<file path="config.mk">
export PLATFORM = sky130hd
export DESIGN_NAME = stage_irq_ctrl
export DESIGN_NICKNAME = d
export VERILOG_FILES = /design/src/stage_irq_pkg.sv /design/src/stage_flag_if.sv /design/src/stage_flag_bank.sv /design/src/stage_irq_ctrl.sv
export SDC_FILE = /design/constraint.sdc
export NUM_CORES = 1
export LEC_CHECK = 0
export BUFFER_PORTS_ARGS = -buffer_cell sky130_fd_sc_hd__buf_4
export CAP_MARGIN = 0
export CELL_PAD_IN_SITES_DETAIL_PLACEMENT = 0
export CELL_PAD_IN_SITES_GLOBAL_PLACEMENT = 1
export CORE_MARGIN = 2
export CORE_UTILIZATION = 42
export DETAILED_ROUTE_END_ITERATION = 8
export PLACE_DENSITY = 0.85
export SYNTH_ARGS = -nofsm -noshare
export SYNTH_HDL_FRONTEND = slang
export SYNTH_HIERARCHICAL = 1
export SYNTH_SLANG_ARGS = --single-unit
</file>
<file path="constraint.sdc">
create_clock -name clk_sys -period 2.1 [get_ports clk_sys]
set_input_delay 0.42 -clock clk_sys [delete_from_list [all_inputs] [get_ports clk_sys]]
set_output_delay 0.42 -clock clk_sys [all_outputs]
set_load 0.05 [all_outputs]
</file>
<file path="src/stage_irq_pkg.sv">
package stage_irq_pkg;

    // ------------------------------------------------------------
    // Register map and field layout
    // ------------------------------------------------------------
    localparam int ADDR_W = 10;
    localparam int DATA_W = 16;
    localparam int STAGES = 8;
    localparam logic [ADDR_W-1:0] OFS_LOWER_EN = 10'h005;
    localparam logic [ADDR_W-1:0] OFS_UPPER_EN = 10'h006;
    localparam logic [ADDR_W-1:0] OFS_DONE_EN = 10'h007;
    localparam logic [ADDR_W-1:0] OFS_LOWER_FLAG = 10'h008;
    localparam logic [ADDR_W-1:0] OFS_UPPER_FLAG = 10'h009;
    localparam logic [ADDR_W-1:0] OFS_DONE_FLAG = 10'h00A;
    localparam logic [STAGES-1:0] EN_RESET = 8'h00;
    localparam logic [STAGES-1:0] FLAG_RESET = 8'h00;
    localparam logic [DATA_W-1:0] RDATA_ZERO = 16'h0000;
    localparam int STAGE_MSB = 7;

    typedef logic [STAGES-1:0] stage_vec_t;

    // Source kinds, one enable register and one flag register each.
    typedef enum logic [1:0]
    {
        SRC_LOWER = 2'b00,
        SRC_UPPER = 2'b01,
        SRC_DONE = 2'b10
    } src_kind_t;

endpackage

</file>
<file path="src/stage_flag_if.sv">
`timescale 1ns/100ps
// Carries one source kind between the top and a flag bank.
interface stage_flag_if;
    import stage_irq_pkg::*;
    stage_vec_t event_in;
    stage_vec_t cond_hold;
    logic read_clr;
    stage_vec_t enable;
    stage_vec_t flags;
    logic pending;
    modport bank
    (
        input event_in,
        input cond_hold,
        input read_clr,
        input enable,
        output flags,
        output pending
    );
    modport ctrl
    (
        output event_in,
        output cond_hold,
        output read_clr,
        output enable,
        input flags,
        input pending
    );
endinterface

</file>
<file path="src/stage_flag_bank.sv">
`timescale 1ns/100ps
// Eight sticky flags for one source kind; their enables gate only the pending level.
module stage_flag_bank
(
    input wire logic clk_sys,
    input wire logic rst,
    stage_flag_if.bank port
);
    import stage_irq_pkg::*;

    stage_vec_t flags_ff;
    stage_vec_t nxt_flags;
    logic pending_ff;
    logic nxt_pending;

    // ------------------------------------------------------------
    // Per-stage flag update
    // ------------------------------------------------------------
    // A new event or a still-exceeded limit wins over the read clear.
    genvar g;
    generate
        for (g = 0; g < STAGES; g++)
        begin : g_stage
            always_comb
            begin
                if (port.event_in[g] || port.cond_hold[g])
                    nxt_flags[g] = 1'b1;
                else if (port.read_clr)
                    nxt_flags[g] = 1'b0;
                else
                    nxt_flags[g] = flags_ff[g];
            end
        end
    endgenerate

    // A disabled stage can never raise the pending level.
    always_comb
    begin
        nxt_pending = |(nxt_flags & port.enable);
    end

    always_ff @(posedge clk_sys or posedge rst)
    begin
        if (rst)
        begin
            flags_ff <= FLAG_RESET;
            pending_ff <= 1'b0;
        end
        else
        begin
            flags_ff <= nxt_flags;
            pending_ff <= nxt_pending;
        end
    end

    assign port.flags = flags_ff;
    assign port.pending = pending_ff;
endmodule

</file>
<file path="src/stage_irq_ctrl.sv">
`timescale 1ns/100ps
module stage_irq_ctrl
(
    input wire logic clk_sys,
    input wire logic rst,
    input wire logic reg_wr,
    input wire logic reg_rd,
    input wire logic [stage_irq_pkg::ADDR_W-1:0] reg_addr,
    input wire logic [stage_irq_pkg::DATA_W-1:0] reg_wdata,
    output logic [stage_irq_pkg::DATA_W-1:0] reg_rdata,
    input wire logic [stage_irq_pkg::STAGES-1:0] lower_event,
    input wire logic [stage_irq_pkg::STAGES-1:0] lower_exceeded,
    input wire logic [stage_irq_pkg::STAGES-1:0] upper_event,
    input wire logic [stage_irq_pkg::STAGES-1:0] upper_exceeded,
    input wire logic [stage_irq_pkg::STAGES-1:0] done_event,
    output logic irq_n
);
    import stage_irq_pkg::*;

    // ------------------------------------------------------------
    // Enable registers
    // ------------------------------------------------------------
    stage_vec_t stage_lower_irq_enable_ff;
    stage_vec_t stage_upper_irq_enable_ff;
    stage_vec_t stage_done_irq_enable_ff;
    stage_vec_t nxt_stage_lower_irq_enable;
    stage_vec_t nxt_stage_upper_irq_enable;
    stage_vec_t nxt_stage_done_irq_enable;
    logic [DATA_W-1:0] rdata_ff;
    logic [DATA_W-1:0] nxt_rdata;
    logic irq_n_ff;
    logic nxt_irq_n;

    stage_flag_if lower_if();
    stage_flag_if upper_if();
    stage_flag_if done_if();

    // Only the low byte is stored; the host keeps bits 15 to 8 at zero.
    always_comb
    begin
        nxt_stage_lower_irq_enable = stage_lower_irq_enable_ff;
        nxt_stage_upper_irq_enable = stage_upper_irq_enable_ff;
        nxt_stage_done_irq_enable = stage_done_irq_enable_ff;
        if (reg_wr)
        begin
            if (reg_addr == OFS_LOWER_EN)
                nxt_stage_lower_irq_enable = reg_wdata[STAGE_MSB:0];
            else if (reg_addr == OFS_UPPER_EN)
                nxt_stage_upper_irq_enable = reg_wdata[STAGE_MSB:0];
            else if (reg_addr == OFS_DONE_EN)
                nxt_stage_done_irq_enable = reg_wdata[STAGE_MSB:0];
        end
    end

    always_ff @(posedge clk_sys or posedge rst)
    begin
        if (rst)
        begin
            stage_lower_irq_enable_ff <= EN_RESET;
            stage_upper_irq_enable_ff <= EN_RESET;
            stage_done_irq_enable_ff <= EN_RESET;
        end
        else
        begin
            stage_lower_irq_enable_ff <= nxt_stage_lower_irq_enable;
            stage_upper_irq_enable_ff <= nxt_stage_upper_irq_enable;
            stage_done_irq_enable_ff <= nxt_stage_done_irq_enable;
        end
    end

    // ------------------------------------------------------------
    // Flag banks
    // ------------------------------------------------------------
    // Completion has no lasting condition, so only a same-cycle completion event can block its read clear.
    assign lower_if.event_in = lower_event;
    assign lower_if.cond_hold = lower_exceeded;
    assign lower_if.read_clr = reg_rd && (reg_addr == OFS_LOWER_FLAG);
    assign lower_if.enable = stage_lower_irq_enable_ff;
    assign upper_if.event_in = upper_event;
    assign upper_if.cond_hold = upper_exceeded;
    assign upper_if.read_clr = reg_rd && (reg_addr == OFS_UPPER_FLAG);
    assign upper_if.enable = stage_upper_irq_enable_ff;
    assign done_if.event_in = done_event;
    assign done_if.cond_hold = FLAG_RESET;
    assign done_if.read_clr = reg_rd && (reg_addr == OFS_DONE_FLAG);
    assign done_if.enable = stage_done_irq_enable_ff;

    stage_flag_bank u_lower
    (
        .clk_sys(clk_sys),
        .rst(rst),
        .port(lower_if.bank)
    );

    stage_flag_bank u_upper
    (
        .clk_sys(clk_sys),
        .rst(rst),
        .port(upper_if.bank)
    );

    stage_flag_bank u_done
    (
        .clk_sys(clk_sys),
        .rst(rst),
        .port(done_if.bank)
    );

    // ------------------------------------------------------------
    // Read data and interrupt output
    // ------------------------------------------------------------
    // Read data shows the value before any clear caused by this same read.
    always_comb
    begin
        nxt_rdata = rdata_ff;
        if (reg_rd)
        begin
            if (reg_addr == OFS_LOWER_EN)
                nxt_rdata = {8'h00, stage_lower_irq_enable_ff};
            else if (reg_addr == OFS_UPPER_EN)
                nxt_rdata = {8'h00, stage_upper_irq_enable_ff};
            else if (reg_addr == OFS_DONE_EN)
                nxt_rdata = {8'h00, stage_done_irq_enable_ff};
            else if (reg_addr == OFS_LOWER_FLAG)
                nxt_rdata = {8'h00, lower_if.flags};
            else if (reg_addr == OFS_UPPER_FLAG)
                nxt_rdata = {8'h00, upper_if.flags};
            else if (reg_addr == OFS_DONE_FLAG)
                nxt_rdata = {8'h00, done_if.flags};
            else
                nxt_rdata = RDATA_ZERO;
        end
        nxt_irq_n = ~(lower_if.pending | upper_if.pending | done_if.pending);
    end

    always_ff @(posedge clk_sys or posedge rst)
    begin
        if (rst)
        begin
            rdata_ff <= RDATA_ZERO;
            irq_n_ff <= 1'b1;
        end
        else
        begin
            rdata_ff <= nxt_rdata;
            irq_n_ff <= nxt_irq_n;
        end
    end

    assign reg_rdata = rdata_ff;
    assign irq_n = irq_n_ff;
endmodule

</file>
; ---- After elaboration in Yosys (flattened, before gate mapping)
; Index checks and enable logic that the tools add are counted.
[totals]
output_inout_bits = 17
regBits = 68
wordCells = 104
in_bits = 70
[op_classes]
muxes = 54
eq_ne = 6
n_reduce_logical = 25
n_bitwise = 8
[ops]
columns = cell, n
row1 = $mux 1, 48
row2 = $mux 8, 6
row3 = $eq 10x3->1 const B, 3
row4 = $eq 10x4->1 const B, 3
row5 = $and 8x8->8, 3
row6 = $reduce_or 8->1, 3
row7 = $logic_or 1x1->1, 16
row8 = $reduce_and 4->1, 1
row9 = $logic_and 1x1->1, 3
row10 = $not 1->1, 3
row11 = $reduce_and 3->1, 1
row12 = $or 1x1->1, 2
row13 = $reduce_and 2->1, 1

; ---- Logic depth before layout (Yosys ltp)
; Gate-level depths: netlist of the first run.
[depth]
word_depth = 7
ltp_mapped = 7
mapped_depth_nobuf = 6

; ---- Modules after synthesis
; Netlist of the first run, hierarchy kept.
[by_module_without_submodules]
columns = module, cells_each, n_inst, seq_area_each_um2, area_each_um2
row1 = stage_irq_ctrl, 184, 1, 827.0, 1859.3
row2 = stage_flag_bank, 39, 3, 225.2, 365.4

; ---- Worst setup path after synthesis of the first run
; OpenSTA, ideal clock, no wires.
[synth_path]
path_type = input to register
startpoint = input reg_addr[0] (netlist bit)
endpoint = register u_upper.pending_ff, in the netlist u_upper/port.pending
path_slack_ps = -16
setup_time_ps = 135
t_required_ps = 1965
path_buffers = 3
cell_stages = 7
arrival_ps = 1981
path_cell_list = clkbuf_1 -> buf_2 -> buf_2 -> nor3b_1 -> o21ai_0 -> a22oi_1 -> nand4_1
[synth_between]
elab_chain_cells = 6
word_cells_on_any_way = 20
classes_between = eq/ne (1) / mux (16) / bitwise (1) / reduce/logical (2)
[synth_rtl]
columns = element, line
row1 = "start, declared", stage_irq_ctrl.sv:8  ; input wire logic [stage_irq_pkg::ADDR_W-1:0] reg_addr,
row2 = $eq 10x4->1, stage_irq_ctrl.sv:81  ; assign upper_if.read_clr = reg_rd && (reg_addr == OFS_UPPER_FLAG);
row3 = $logic_and 1x1->1, stage_irq_ctrl.sv:81
row4 = named net upper_if.read_clr, stage_flag_if.sv:7  ; logic read_clr;
row5 = $mux 1, stage_flag_bank.sv:28  ; else if (port.read_clr)
row6 = $mux 1, stage_flag_bank.sv:26  ; if (port.event_in[g] || port.cond_hold[g])
row7 = named net u_upper.nxt_flags[2], stage_flag_bank.sv:12  ; stage_vec_t nxt_flags;
row8 = $and 8x8->8, stage_flag_bank.sv:39  ; nxt_pending = |(nxt_flags & port.enable);
row9 = $reduce_or 8->1, stage_flag_bank.sv:39
row10 = named net u_upper.nxt_pending, stage_flag_bank.sv:14  ; logic nxt_pending;
row11 = "end signal, assigned", stage_flag_bank.sv:52  ; pending_ff <= nxt_pending;
row12 = "end, declared", stage_flag_bank.sv:13  ; logic pending_ff;
; The timed path passes the listed nets, and every way through them passes these cells.
; A chain may end at the register's enable or synchronous reset.

; ---- Worst setup path in the final report of the first run
[layout_path]
startpoint = input reg_addr[9] (netlist bit)
endpoint = register u_lower.pending_ff, in the netlist u_lower/port.pending
[layout_between]
elab_chain_cells = 6
word_cells_on_any_way = 20
classes_between = eq/ne (1) / mux (16) / bitwise (1) / reduce/logical (2)
[layout_rtl]
columns = element, line
row1 = $eq 10x4->1, stage_irq_ctrl.sv:77  ; assign lower_if.read_clr = reg_rd && (reg_addr == OFS_LOWER_FLAG);
row2 = $logic_and 1x1->1, stage_irq_ctrl.sv:77
row3 = named net lower_if.read_clr, stage_flag_if.sv:7
row4 = $mux 1, stage_flag_bank.sv:28
row5 = $mux 1, stage_flag_bank.sv:26
row6 = named net u_lower.nxt_flags[6], stage_flag_bank.sv:12
row7 = $and 8x8->8, stage_flag_bank.sv:39
row8 = $reduce_or 8->1, stage_flag_bank.sv:39
row9 = named net u_lower.nxt_pending, stage_flag_bank.sv:14
row10 = "end signal, assigned", stage_flag_bank.sv:52
row11 = "end, declared", stage_flag_bank.sv:13
; The timed path passes the listed nets, and every way through them passes these cells.

==> results summary, run 1 <==
The run finished with clean final reports. The horizontal extent of the die is 87.9 um. The weighted congestion reported at the end of routability-driven placement came out at 0.853.

The number of buffers and inverters on the critical path is 1. Averaged over all synthesized cells, the footprint is 9.82 sq um. The distinct cell type count after synthesis came out at 29. After layout, the worst path uses 81.9% of the clock period.

TritonCTS built the clock tree. The number of antenna violations at the first check in global routing is 0. The number of buffers created by CTS came out at 9.

The critical path is of the primary input to flop type. The master cell of the clock root buffer is clkbuf_8. The part of the power in registers is 49.9%. The required time of the worst setup path came out at 2.31 ns.

The global router's overall resource usage is 20.9%. Synthesis handed over a netlist of 301 instances. The violation count after the first detailed-routing iteration is 148. The startpoint identified for the worst register-to-register timing path is u_upper/port.flags[6].

The H-tree generated during clock tree synthesis spans 3 levels. The pin count of the biggest net entering global routing came out at 33. The count of warnings emitted by yosys came out at 6. The initialized floorplan defines 30 standard-cell rows. Internal power comes to 1760 uW.

The cts-stage hold buffer count is 0. The detail-routed via count per cell is 4.97. The worst setup path is captured at a flop. For this block, the routed nets add up to 7550 um of wire. The family with the most delay on the worst path is simple AND/OR/NAND/NOR gates. The DRC violation count after routing came out at 0.

The worst hold slack after final layout came out at 0.0629 ns. For this run, the slowest stage of the critical path takes 0.45 ns. The area of the core is 6790 sq um.

The first global-routing pass estimated 11700 um of wire. The number of max-capacitance violations reported came out at 0. The min-delay analysis places its worst path in the category primary input to asynchronous set/reset pin. The number of I/O pins is 87. The average routed wire per standard cell is 15.4 um. The number of nets still failing antenna checks after routing came out at 0.

The maximum number of buffers from clock root to sink is 2. The largest fanout of any net on the critical path came out at 8. The worst setup path is launched from a primary input. The area added between synthesis and finish came out at 28.5%. The sequential share of the synthesized area is 50.8%.

The final HPWL from detailed placement came out at 5920 um. The routed layout has 2432 vias. The buffer count from post-CTS setup fixing came out at 0. The initial core utilization came out at 43.5%.

The antenna cell count is 0. The die covers 7720 sq um. The final global-route overflow total came out at 0. From bottom edge to top edge, the die measures 87.9 um.

The final-report setup violation count is 0. The clock net in this run drives a total of 60 sinks. The later-pin clock latency in the skew report is 0.34 ns.

The smallest clock period supported by the final layout is computed as 1.72 ns. The switching power as a share of total power came out at 26.1%. The final count of hold timing violations came to 0. The fraction of layout cells with a size suffix above 1 came out at 32.6%.

The largest individual stage delay along the critical path comes from the cell nor4_1. The highest ir drop seen on vdd is 458 uV. The signal on the critical path passes through buf_4 > nor4_1 > and4_2 > o21ai_1 > a22oi_1 > nand4_1.

The register clock-pin slew on the reported worst setup and hold paths is 0.07 ns. The number of global-route vias before repair is 2339. The ratio of total power to cell area came out at 627 nW/um^2. The total leakage power is 0.00196 uW. For the final routed database, the setup TNS stands at 0 ns. Setup repair after global routing left no endpoint under its margin.

In this run the cell area of the synthesized design comes to 2960 sq um. The highest clock rate is 0.581 GHz. The critical path arrival came out at 1.93 ns.

Clock skew on the completed layout was measured at 0.00427 ns. The post-cts resize count came out at 0. Port buffering added 70 buffers.

The final-report max-slew violation count came out at 0. The power dissipated by switching net loads is 623 uW. The fraction of power consumed by the clock network is 37.5%. The number of register bits inferred by synthesis is 60. The number of nets in the layout came out at 458.

The first-pass detailed-route iteration total came out at 4. The combinational cell fraction of total power came out at 12.6%. The source of the critical timing path is reg_addr[9].
-- power by group through the flow --
stage	registers [uW]	logic (uW)	clock network [uW]
after floorplan	1230	144	0
after global placement	1210	298	0
after detailed placement	1210	302	0
after CTS	1190	303	915
after global routing	1190	324	971
final	1190	300	892
-- metrics by stage --
step	setup slack [ns]	util (%)	instance area, sq um	power, uW	instances
6_report	0.380	55.9	3800	2380	489
3_5_place_dp	0.0198	53.4	3630	1510	473
4_1_cts	0.374	55.9	3800	2410	489
2_1_floorplan	0.0452	-	3020	1370	316
3_3_place_gp	0.0662	53.4	3630	1510	473
5_1_grt	0.283	55.9	3800	2480	489
-- synth_stat cells --
master / number / area, sq um
a21oi_1: 16 / 80.1
a22oi_1: 12 / 90.1
a32oi_1: 8 / 70.1
and2_0: 1 / 6.26
and3_2: 2 / 15.0
and4_2: 1 / 10.0
buf_1: 1 / 3.75
buf_2: 5 / 25.0
buf_4: 8 / 60.1
clkbuf_1: 5 / 18.8
conb_1: 1 / 3.75
dfrtp_1: 59 / 1480
dfstp_2: 1 / 26.3
inv_1: 52 / 195
mux2_2: 24 / 270
nand2b_1: 1 / 6.26
nand3_2: 2 / 20.0
nand4_1: 5 / 31.3
nand4b_4: 1 / 23.8
nor2_1: 25 / 93.8
nor2b_1: 11 / 68.8
nor3_1: 1 / 5.00
nor3b_1: 2 / 15.0
nor4_1: 1 / 6.26
nor4_4: 1 / 21.3
o21ai_0: 14 / 70.1
o21ai_1: 18 / 90.1
o22ai_1: 16 / 100
or2b_1: 7 / 52.6
-- path summary, 6_finish.rpt --
path	slack, ns	endpoint	depth (start not counted)
worst min-delay path	0.06	u_done/port.flags[4]	2
min in group clk_sys	0.32	u_lower/port.flags[2]	3
worst max register to register	1.02	reg_rdata[6]	4
worst max-delay path	0.38	u_lower/port.pending	6
max in group asynchronous	1.57	done_if.enable[7]	3
worst min register to register	0.39	irq_n	1
-- cells by family after synthesis --
logic type	after synthesis	synth area share [%]
flip-flops	60	50.8
multiplexers	24	9.14
AND/OR/NAND/NOR	61	12.7
other	1	0.127
buffers and inverters	71	10.2
AO/OA/AOI/OAI	84	16.9
-- routing by layer --
layer  GRT usage, %  vias to the layer above  share of wire [%]  routed length, um
li1               -                     1182                  -                  -
met1           29.2                     1166                 45               3410
met2           32.5                       74                 48               3650
met3           4.90                       10                5.6                421
met4           6.29                        0                1.0                 76
met5              0                        -                  0                  0
-- layout by cell type, fill, tap and decap left out, drive strengths merged --
cell type / count
and4: 1
nand3: 2
and3: 2
dfstp: 1
a32oi: 8
nand4b: 1
and2: 1
or2b: 7
nor2b: 11
nor4: 2
buf: 80
o21ai: 32
dfrtp: 59
nor3b: 2
clkinvlp: 1
clkbuf: 11
a21oi: 16
nand4: 5
mux2: 24
nor2: 25
clkinv: 4
conb: 16
a22oi: 12
inv: 52
o22ai: 16
nand2b: 1
nor3: 1
-- area by class of cell --
type,instances,area (sq um)
timing repair buffer,80,601
inverter,52,195
clock buffer,11,141
sequential,60,1500
multi-input combinational,185,1210
clock inverter,5,27.5
tap,96,120
fill,621,3000
-- registers in the layout (all words and copies together) (netlist names) --
register                   flops
u_lower/port.flags             8
lower_if.enable                8
u_upper/port.flags             8
u_done/port.pending            1
u_upper/port.pending           1
u_done/port.flags              8
reg_rdata                      8
u_lower/port.pending           1
done_if.enable                 8
stage_upper_irq_enable_ff      8
irq_n                          1
Note: power is estimated with default switching activity, not from simulation.
==> run 2, diff against run 1 <==
Settings changed: CORE_UTILIZATION 42 to 35, PLACE_DENSITY 0.85 to 0.76.
Clock period 2.1 ns to 1.5 ns, I/O delays scaled along.
==> results summary, run 2 (synthesis results as in run 1) <==
The global router's overall resource usage came out at 18.8% (-2.1 points). The count of buffers from port buffering is 70 (unchanged). The shortest period the worst path allows came out at 1.58 ns. The checks that failed: setup timing. The final global-route overflow total came to 0 (unchanged). The number of antenna violations at the first check in global routing was 0 (unchanged). The highest ir drop seen on vdd came to 582 uV (+27%). The number of nets still failing antenna checks after routing was 0 (unchanged). The post-detailed-routing wire length was 8070 um (+6.9%). The worst clock skew on the final layout came out at 0.00534 ns (+0.00107 ns).

The weighted congestion reported at the end of routability-driven placement was 0.837 (-1.9%). The worst register-to-register path begins at u_upper/port.flags[0]. The pin count of the biggest net entering global routing came out at 24 (-27%).

The overall via count from detail_route was 2495 (+2.6%). The H-tree depth is 3 (unchanged). The switching power as a share of total power is 22.5% (-3.6 points). In the layout the commonest cells are buf_4 (85), dfrtp_1 (59), inv_1 (52), nor2_1 (25), mux2_2 (24). The fraction of layout cells with a size suffix above 1 is 40.3% (+7.7 points). The final standard cell count with taps included and fillers excluded came out at 512 (+4.7%). The number of fill cells was 753 (+21%). The signal on the critical path passes through buf_6 > nor4_4 > nand4_1 > buf_6 > nor3b_4 > buf_6 > o21ai_4 > a22oi_2 > nand4_1. The number of max-capacitance violations reported came out at 0 (unchanged). The total instance count after detailed placement is 489 (+3.4%). The wire length of the first global-routing pass is 12900 um (+10%).

The largest stage delay on the critical path is 0.30 ns (-0.15 ns). The power dissipated by switching net loads came out at 888 uW (+43%). STA classifies the critical path endpoint as a flop. In this run the worst setup path begins at reg_addr[7]. The final count of hold timing violations is 0 (unchanged).

The final-report max-slew violation count is 0 (unchanged). The initial core utilization came out at 36.0% (-7.5 points). The number of I/O pins is 87 (unchanged). The fraction of power consumed by the clock network is 46.0% (+8.5 points).

The setup slack of the critical path after layout came out at -0.0824 ns (-0.462 ns). The largest fanout of any net on the critical path came out at 5 (-3). The antenna cell count is 0 (unchanged). The highest clock rate came out at 0.632 GHz. The final-report setup violation count is 2 (+2). The total negative setup slack is -0.120 ns (-0.120 ns). The total leakage power is 0.00209 uW (+6.6%). The height of the chip came out at 95.9 um (+9.1%). The number of global-route vias before repair is 2625 (+12%).

The count of buffering cells on the critical path with inverters included came to 3 (+2). The slowest stage of the critical path belongs to the cell nor4_4. The ratio of total power to cell area is 939 nW/um^2 (+50%). The area added between synthesis and finish came out at 41.9%.

The class of the worst hold path is primary input to flop. The maximum number of buffers from clock root to sink is 2 (unchanged). The area of the core is 8220 sq um (+21%). TritonCTS built the clock tree. The worst setup path is launched from a primary input. The horizontal extent of the die is 95.9 um (+9.1%).

The DRC violation count after routing came to 0 (unchanged). The final HPWL from detailed placement came out at 6310 um (+6.6%). The number of sinks on the clock net is 60 (unchanged).

The number of nets in the layout came to 472 (+3.1%). The detail-routed via count per cell came out at 4.87 (-2.0%). The average routed wire per standard cell came out at 15.8 um (+2.1%). The required time of the worst setup path was 1.71 ns (-0.60 ns).

The violation count after the first detailed-routing iteration is 83 (-44%). The startpoint identified for the worst hold timing path is lower_event[4]. The placement row count is 33 (+10%). The combinational cell fraction of total power is 11.7% (-0.9 points). By instance count, the cell type seen most on the critical path is buf_6. The worst setup path category is primary input to flop.

The internal power is 3050 uW (+73%). The later-pin clock latency in the skew report came out at 0.34 ns (about the same). Setup repair after global routing could not meet its margin everywhere.

The worst path uses 105% of the clock period. The register clock-pin slew on the reported worst setup and hold paths is 0.07 ns (about the same). The critical path arrival is 1.79 ns (-0.14 ns). The first-pass detailed-route iteration total came out at 4 (unchanged).

The full die area is 9190 sq um (+19%). Among cell families on the critical path, the largest total delay comes from simple AND/OR/NAND/NOR gates. The flow ran to the end, but the final reports show violations.

The part of the power in registers was 42.3% (-7.6 points). The number of buffers created by CTS is 9 (unchanged). The library cell used most frequently in the layout, excluding fill and tap cells, is buf_4.

The tree is rooted in a clkbuf_8.
run 2: metal layers:
layer | track usage (%) | up-vias | share of wire [%]
li1 | - | 1215 | -
met1 | 24.1 | 1209 | 44
met2 | 31.2 | 55 | 51
met3 | 4.78 | 16 | 3.7
met4 | 5.83 | 0 | 2.2
met5 | 0 | - | 0
run 2: path summary, 6_finish.rpt:
| kind | end | slack [ns] | depth (start not counted) |
|---|---|---|---|
| setup reg to reg | reg_rdata[0] | 0.39 | 4 |
| setup / recovery | u_upper/port.pending | -0.08 | 9 |
| min in group asynchronous | u_done/port.pending | 0.52 | 3 |
| max in group asynchronous | done_if.enable[6] | 0.45 | 4 |
| hold / removal | u_lower/port.flags[4] | 0.17 | 3 |
| hold reg to reg | irq_n | 0.38 | 1 |
run 2: final cells by class:
cell class	instances	area, sq um	area share [%]
clock buffers	12	155	3.70
clock inverters	4	95.1	2.27
inverters	52	195	4.65
multi-input cells	185	1370	32.6
flip-flops and latches	60	1500	35.8
well taps	105	131	3.13
repair buffers	94	747	17.8
run 2: what timing repair did:
| item | CTS | global route |
|---|---|---|
| resized for setup | 24 | 14 |
| hold buffers | 1 | 0 |
| endpoints found under the setup margin | 3 | 11 |
| pin swaps | 16 | 15 |
| setup buffers | 4 | 2 |
| endpoints found under the hold margin | 27 | 0 |
run 2: power by group through the flow:
stage                     clock network [uW]  logic [uW]  registers (uW)
final                                   1810         461            1670
after global routing                    1910         501            1670
after CTS                               1830         458            1670
after global placement                     0         440            1700
after detailed placement                   0         445            1700
after floorplan                            0         208            1720
run 2: through the flow:
step	worst slack [ns]	util [%]	hold slack, ns	cell area [sq um]	power (uW)
6_report	-0.0824	51.0	0.168	4190	3940
5_1_grt	-0.165	51.0	0.165	4190	4080
4_1_cts	-0.0991	50.2	0.167	4130	3960
3_5_place_dp	-0.631	45.7	0.323	3750	2140
3_3_place_gp	-0.569	45.7	0.309	3750	2140
2_1_floorplan	-0.200	-	0.128	3070	1930
run 2: tightest hold or removal path, stage by stage:
cell and delay [ns]:
buf_4 0.07, nor2_1 0.04, o21ai_2 0.05
==> run 3, diff against run 2 <==
Settings changed: BUFFER_PORTS_ARGS -buffer_cell sky130_fd_sc_hd__buf_4 to -buffer_cell sky130_fd_sc_hd__buf_2.
==> results summary, run 3 (synthesis results as in run 1) <==
The run finished, with violations left. The checks that failed: setup timing. The post-detailed-routing wire length came to 7990 um (-0.99%). The number of sinks on the clock net came out at 60 (unchanged). The overall power is 3440 uW (-13%).

The number of max-capacitance violations reported is 0 (unchanged). The share of the cycle needed by the critical path after routing is 106% (+0.57 points). The fraction of power consumed by the clock network was 39.7% (-6.3 points). The number of global-route vias before repair came to 2527 (-3.7%).

The area of the core is 8220 sq um (unchanged). The final HPWL from detailed placement is 6200 um (-1.7%). The area growth from synthesis to layout is 33.0%.

The global router's overall resource usage is 18.7% (-0.073 points). The final count of hold timing violations is 0 (unchanged). STA classifies the critical path endpoint as a flop. The ratio of total power to cell area is 875 nW/um^2 (-6.8%). The largest fanout of any net on the critical path was 8 (+3). The horizontal extent of the die came out at 95.9 um (unchanged). The worst hold slack after final layout is 0.170 ns (+0.00251 ns).

The maximum number of buffers from clock root to sink was 2 (unchanged). The placement row count is 33 (unchanged). Setup repair after global routing could not meet its margin everywhere. The antenna cell count came out at 0 (unchanged). The overall via count from detail_route was 2515 (+0.80%).

The first-pass detailed-route iteration total came out at 4 (unchanged). The combinational cell fraction of total power is 11.8% (about the same). The violation count after the first detailed-routing iteration is 84 (+1.2%).

The wire length of the first global-routing pass is 12700 um (-1.2%). TritonCTS built the clock tree. The register clock-pin slew on the reported worst setup and hold paths is 0.07 ns (about the same).

The switching power as a share of total power is 25.6% (+3.1 points). The number of I/O pins came out at 87 (unchanged). The total negative setup slack came to -0.108 ns (+0.0119 ns). The weighted congestion reported at the end of routability-driven placement came out at 0.855 (+2.2%). The shortest period the worst path allows is 1.59 ns (+0.00853 ns). The later-pin clock latency in the skew report is 0.34 ns (about the same).

The part of the power in registers came out at 48.5% (+6.2 points). The worst slack at placement came to -0.631 ns (-0.000637 ns). The final global-route overflow total came out at 0 (unchanged). The total leakage power is 0.00201 uW (-3.5%). The worst setup path is of the primary input to flop kind. The height of the chip came out at 95.9 um (unchanged). The number of buffers created by CTS came out at 9 (unchanged). The average routed wire per standard cell came to 15.6 um (-1.2%). The tightest min-delay check is of the primary input to flop type. The pin count of the biggest net entering global routing is 34 (+42%). The DRC violation count after routing came out at 0 (unchanged). The count of buffers from port buffering is 70 (unchanged). The number of nets in the layout came to 473 (+0.21%). The top cell types in the final layout, fill and taps aside, are buf_2 (68), dfrtp_1 (59), inv_1 (52), nor2_1 (25), mux2_2 (24).

The initial core utilization is 36.0% (unchanged). The detail-routed via count per cell came out at 4.90 (+0.61%). The most common cell after layout, fill and taps aside is buf_2. The full die area is 9190 sq um (unchanged).

The number of antenna violations at the first check in global routing was 0 (unchanged). The highest clock rate is 0.629 GHz (-0.54%). The final-report max-slew violation count came to 0 (unchanged). The critical path arrival was 1.80 ns (about the same). The number of nets still failing antenna checks after routing is 0 (unchanged). The master cell of the clock root buffer is clkbuf_8.

The internal power is 2560 uW (-16%). The H-tree depth came out at 3 (unchanged). The highest ir drop seen on vdd is 487 uV (-16%). The power dissipated by switching net loads is 881 uW (-0.73%).

The worst setup path is launched from a primary input. The fraction of layout cells with a size suffix above 1 came to 40.2% (-0.099 points). The required time of the worst setup path is 1.71 ns (about the same). The setup slack of the critical path after layout came out at -0.0909 ns (-0.00853 ns). The final-report setup violation count is 2 (unchanged).

The worst clock skew on the final layout came out at 0.00825 ns (+0.00291 ns).
-- run 3: cell types whose count changed in the layout (fill, tap and decap cells not counted), sizes merged --
cell    delta
buf        +1
clkinv     +4
clkbuf     -2
bufinv     -2
-- run 3: area by class of cell --
type / instances / area, sq um
fill: 771 / 4290
multi-input combinational: 185 / 1360
timing repair buffer: 95 / 564
sequential: 60 / 1500
inverter: 52 / 195
tap: 105 / 131
clock inverter: 6 / 55.1
clock buffer: 10 / 128
-- run 3: power by group through the flow --
stage | clock network, uW | logic (uW) | registers, uW
floorplan | 0 | 208 | 1720
global placement | 0 | 386 | 1700
detailed placement | 0 | 390 | 1700
CTS | 1400 | 405 | 1670
global route | 1470 | 448 | 1670
finish | 1370 | 407 | 1670
-- run 3: per-layer routing --
layer	wire (um)	track usage, %
met5	0	0
met4	139	7.02
met3	356	4.15
met2	3940	30.0
met1	3560	24.9
-- run 3: worst paths after layout --
kind | startpoint | slack, ns | cells past startpoint | end
worst min register to register | u_done/port.pending | 0.37 | 1 | irq_n
worst max register to register | u_upper/port.flags[0] | 0.37 | 4 | reg_rdata[0]
min in group asynchronous | rst | 0.51 | 3 | u_done/port.flags[7]
max in group asynchronous | rst | 0.54 | 4 | irq_n
worst max-delay path | reg_addr[6] | -0.09 | 9 | u_upper/port.pending
worst min-delay path | upper_event[3] | 0.17 | 3 | u_upper/port.flags[3]
-- run 3: through the flow --
stage	instance area, sq um	util [%]	std cells
floorplan	3070	-	316
global placement	3570	43.5	490
detailed placement	3570	43.5	490
CTS	3890	47.4	512
global route	3930	47.8	513
finish	3930	47.8	513
-- run 3: repair_timing --
| item | in CTS | in global routing |
|---|---|---|
| pin swaps | 16 | 10 |
| hold endpoints to repair | 27 | 0 |
| setup buffers | 5 | 1 |
| endpoints found under the setup margin | 2 | 11 |
| gates resized for setup | 25 | 8 |
| hold buffers | 1 | 0 |
-- run 3: critical path: stages --
cell and delay, ns:
buf_6 0.10, nor4_4 0.31, nand4_1 0.14, buf_4 0.18, nor3b_4 0.18, buf_6 0.18, o21ai_4 0.08, a22oi_2 0.20
nand4_1 0.12
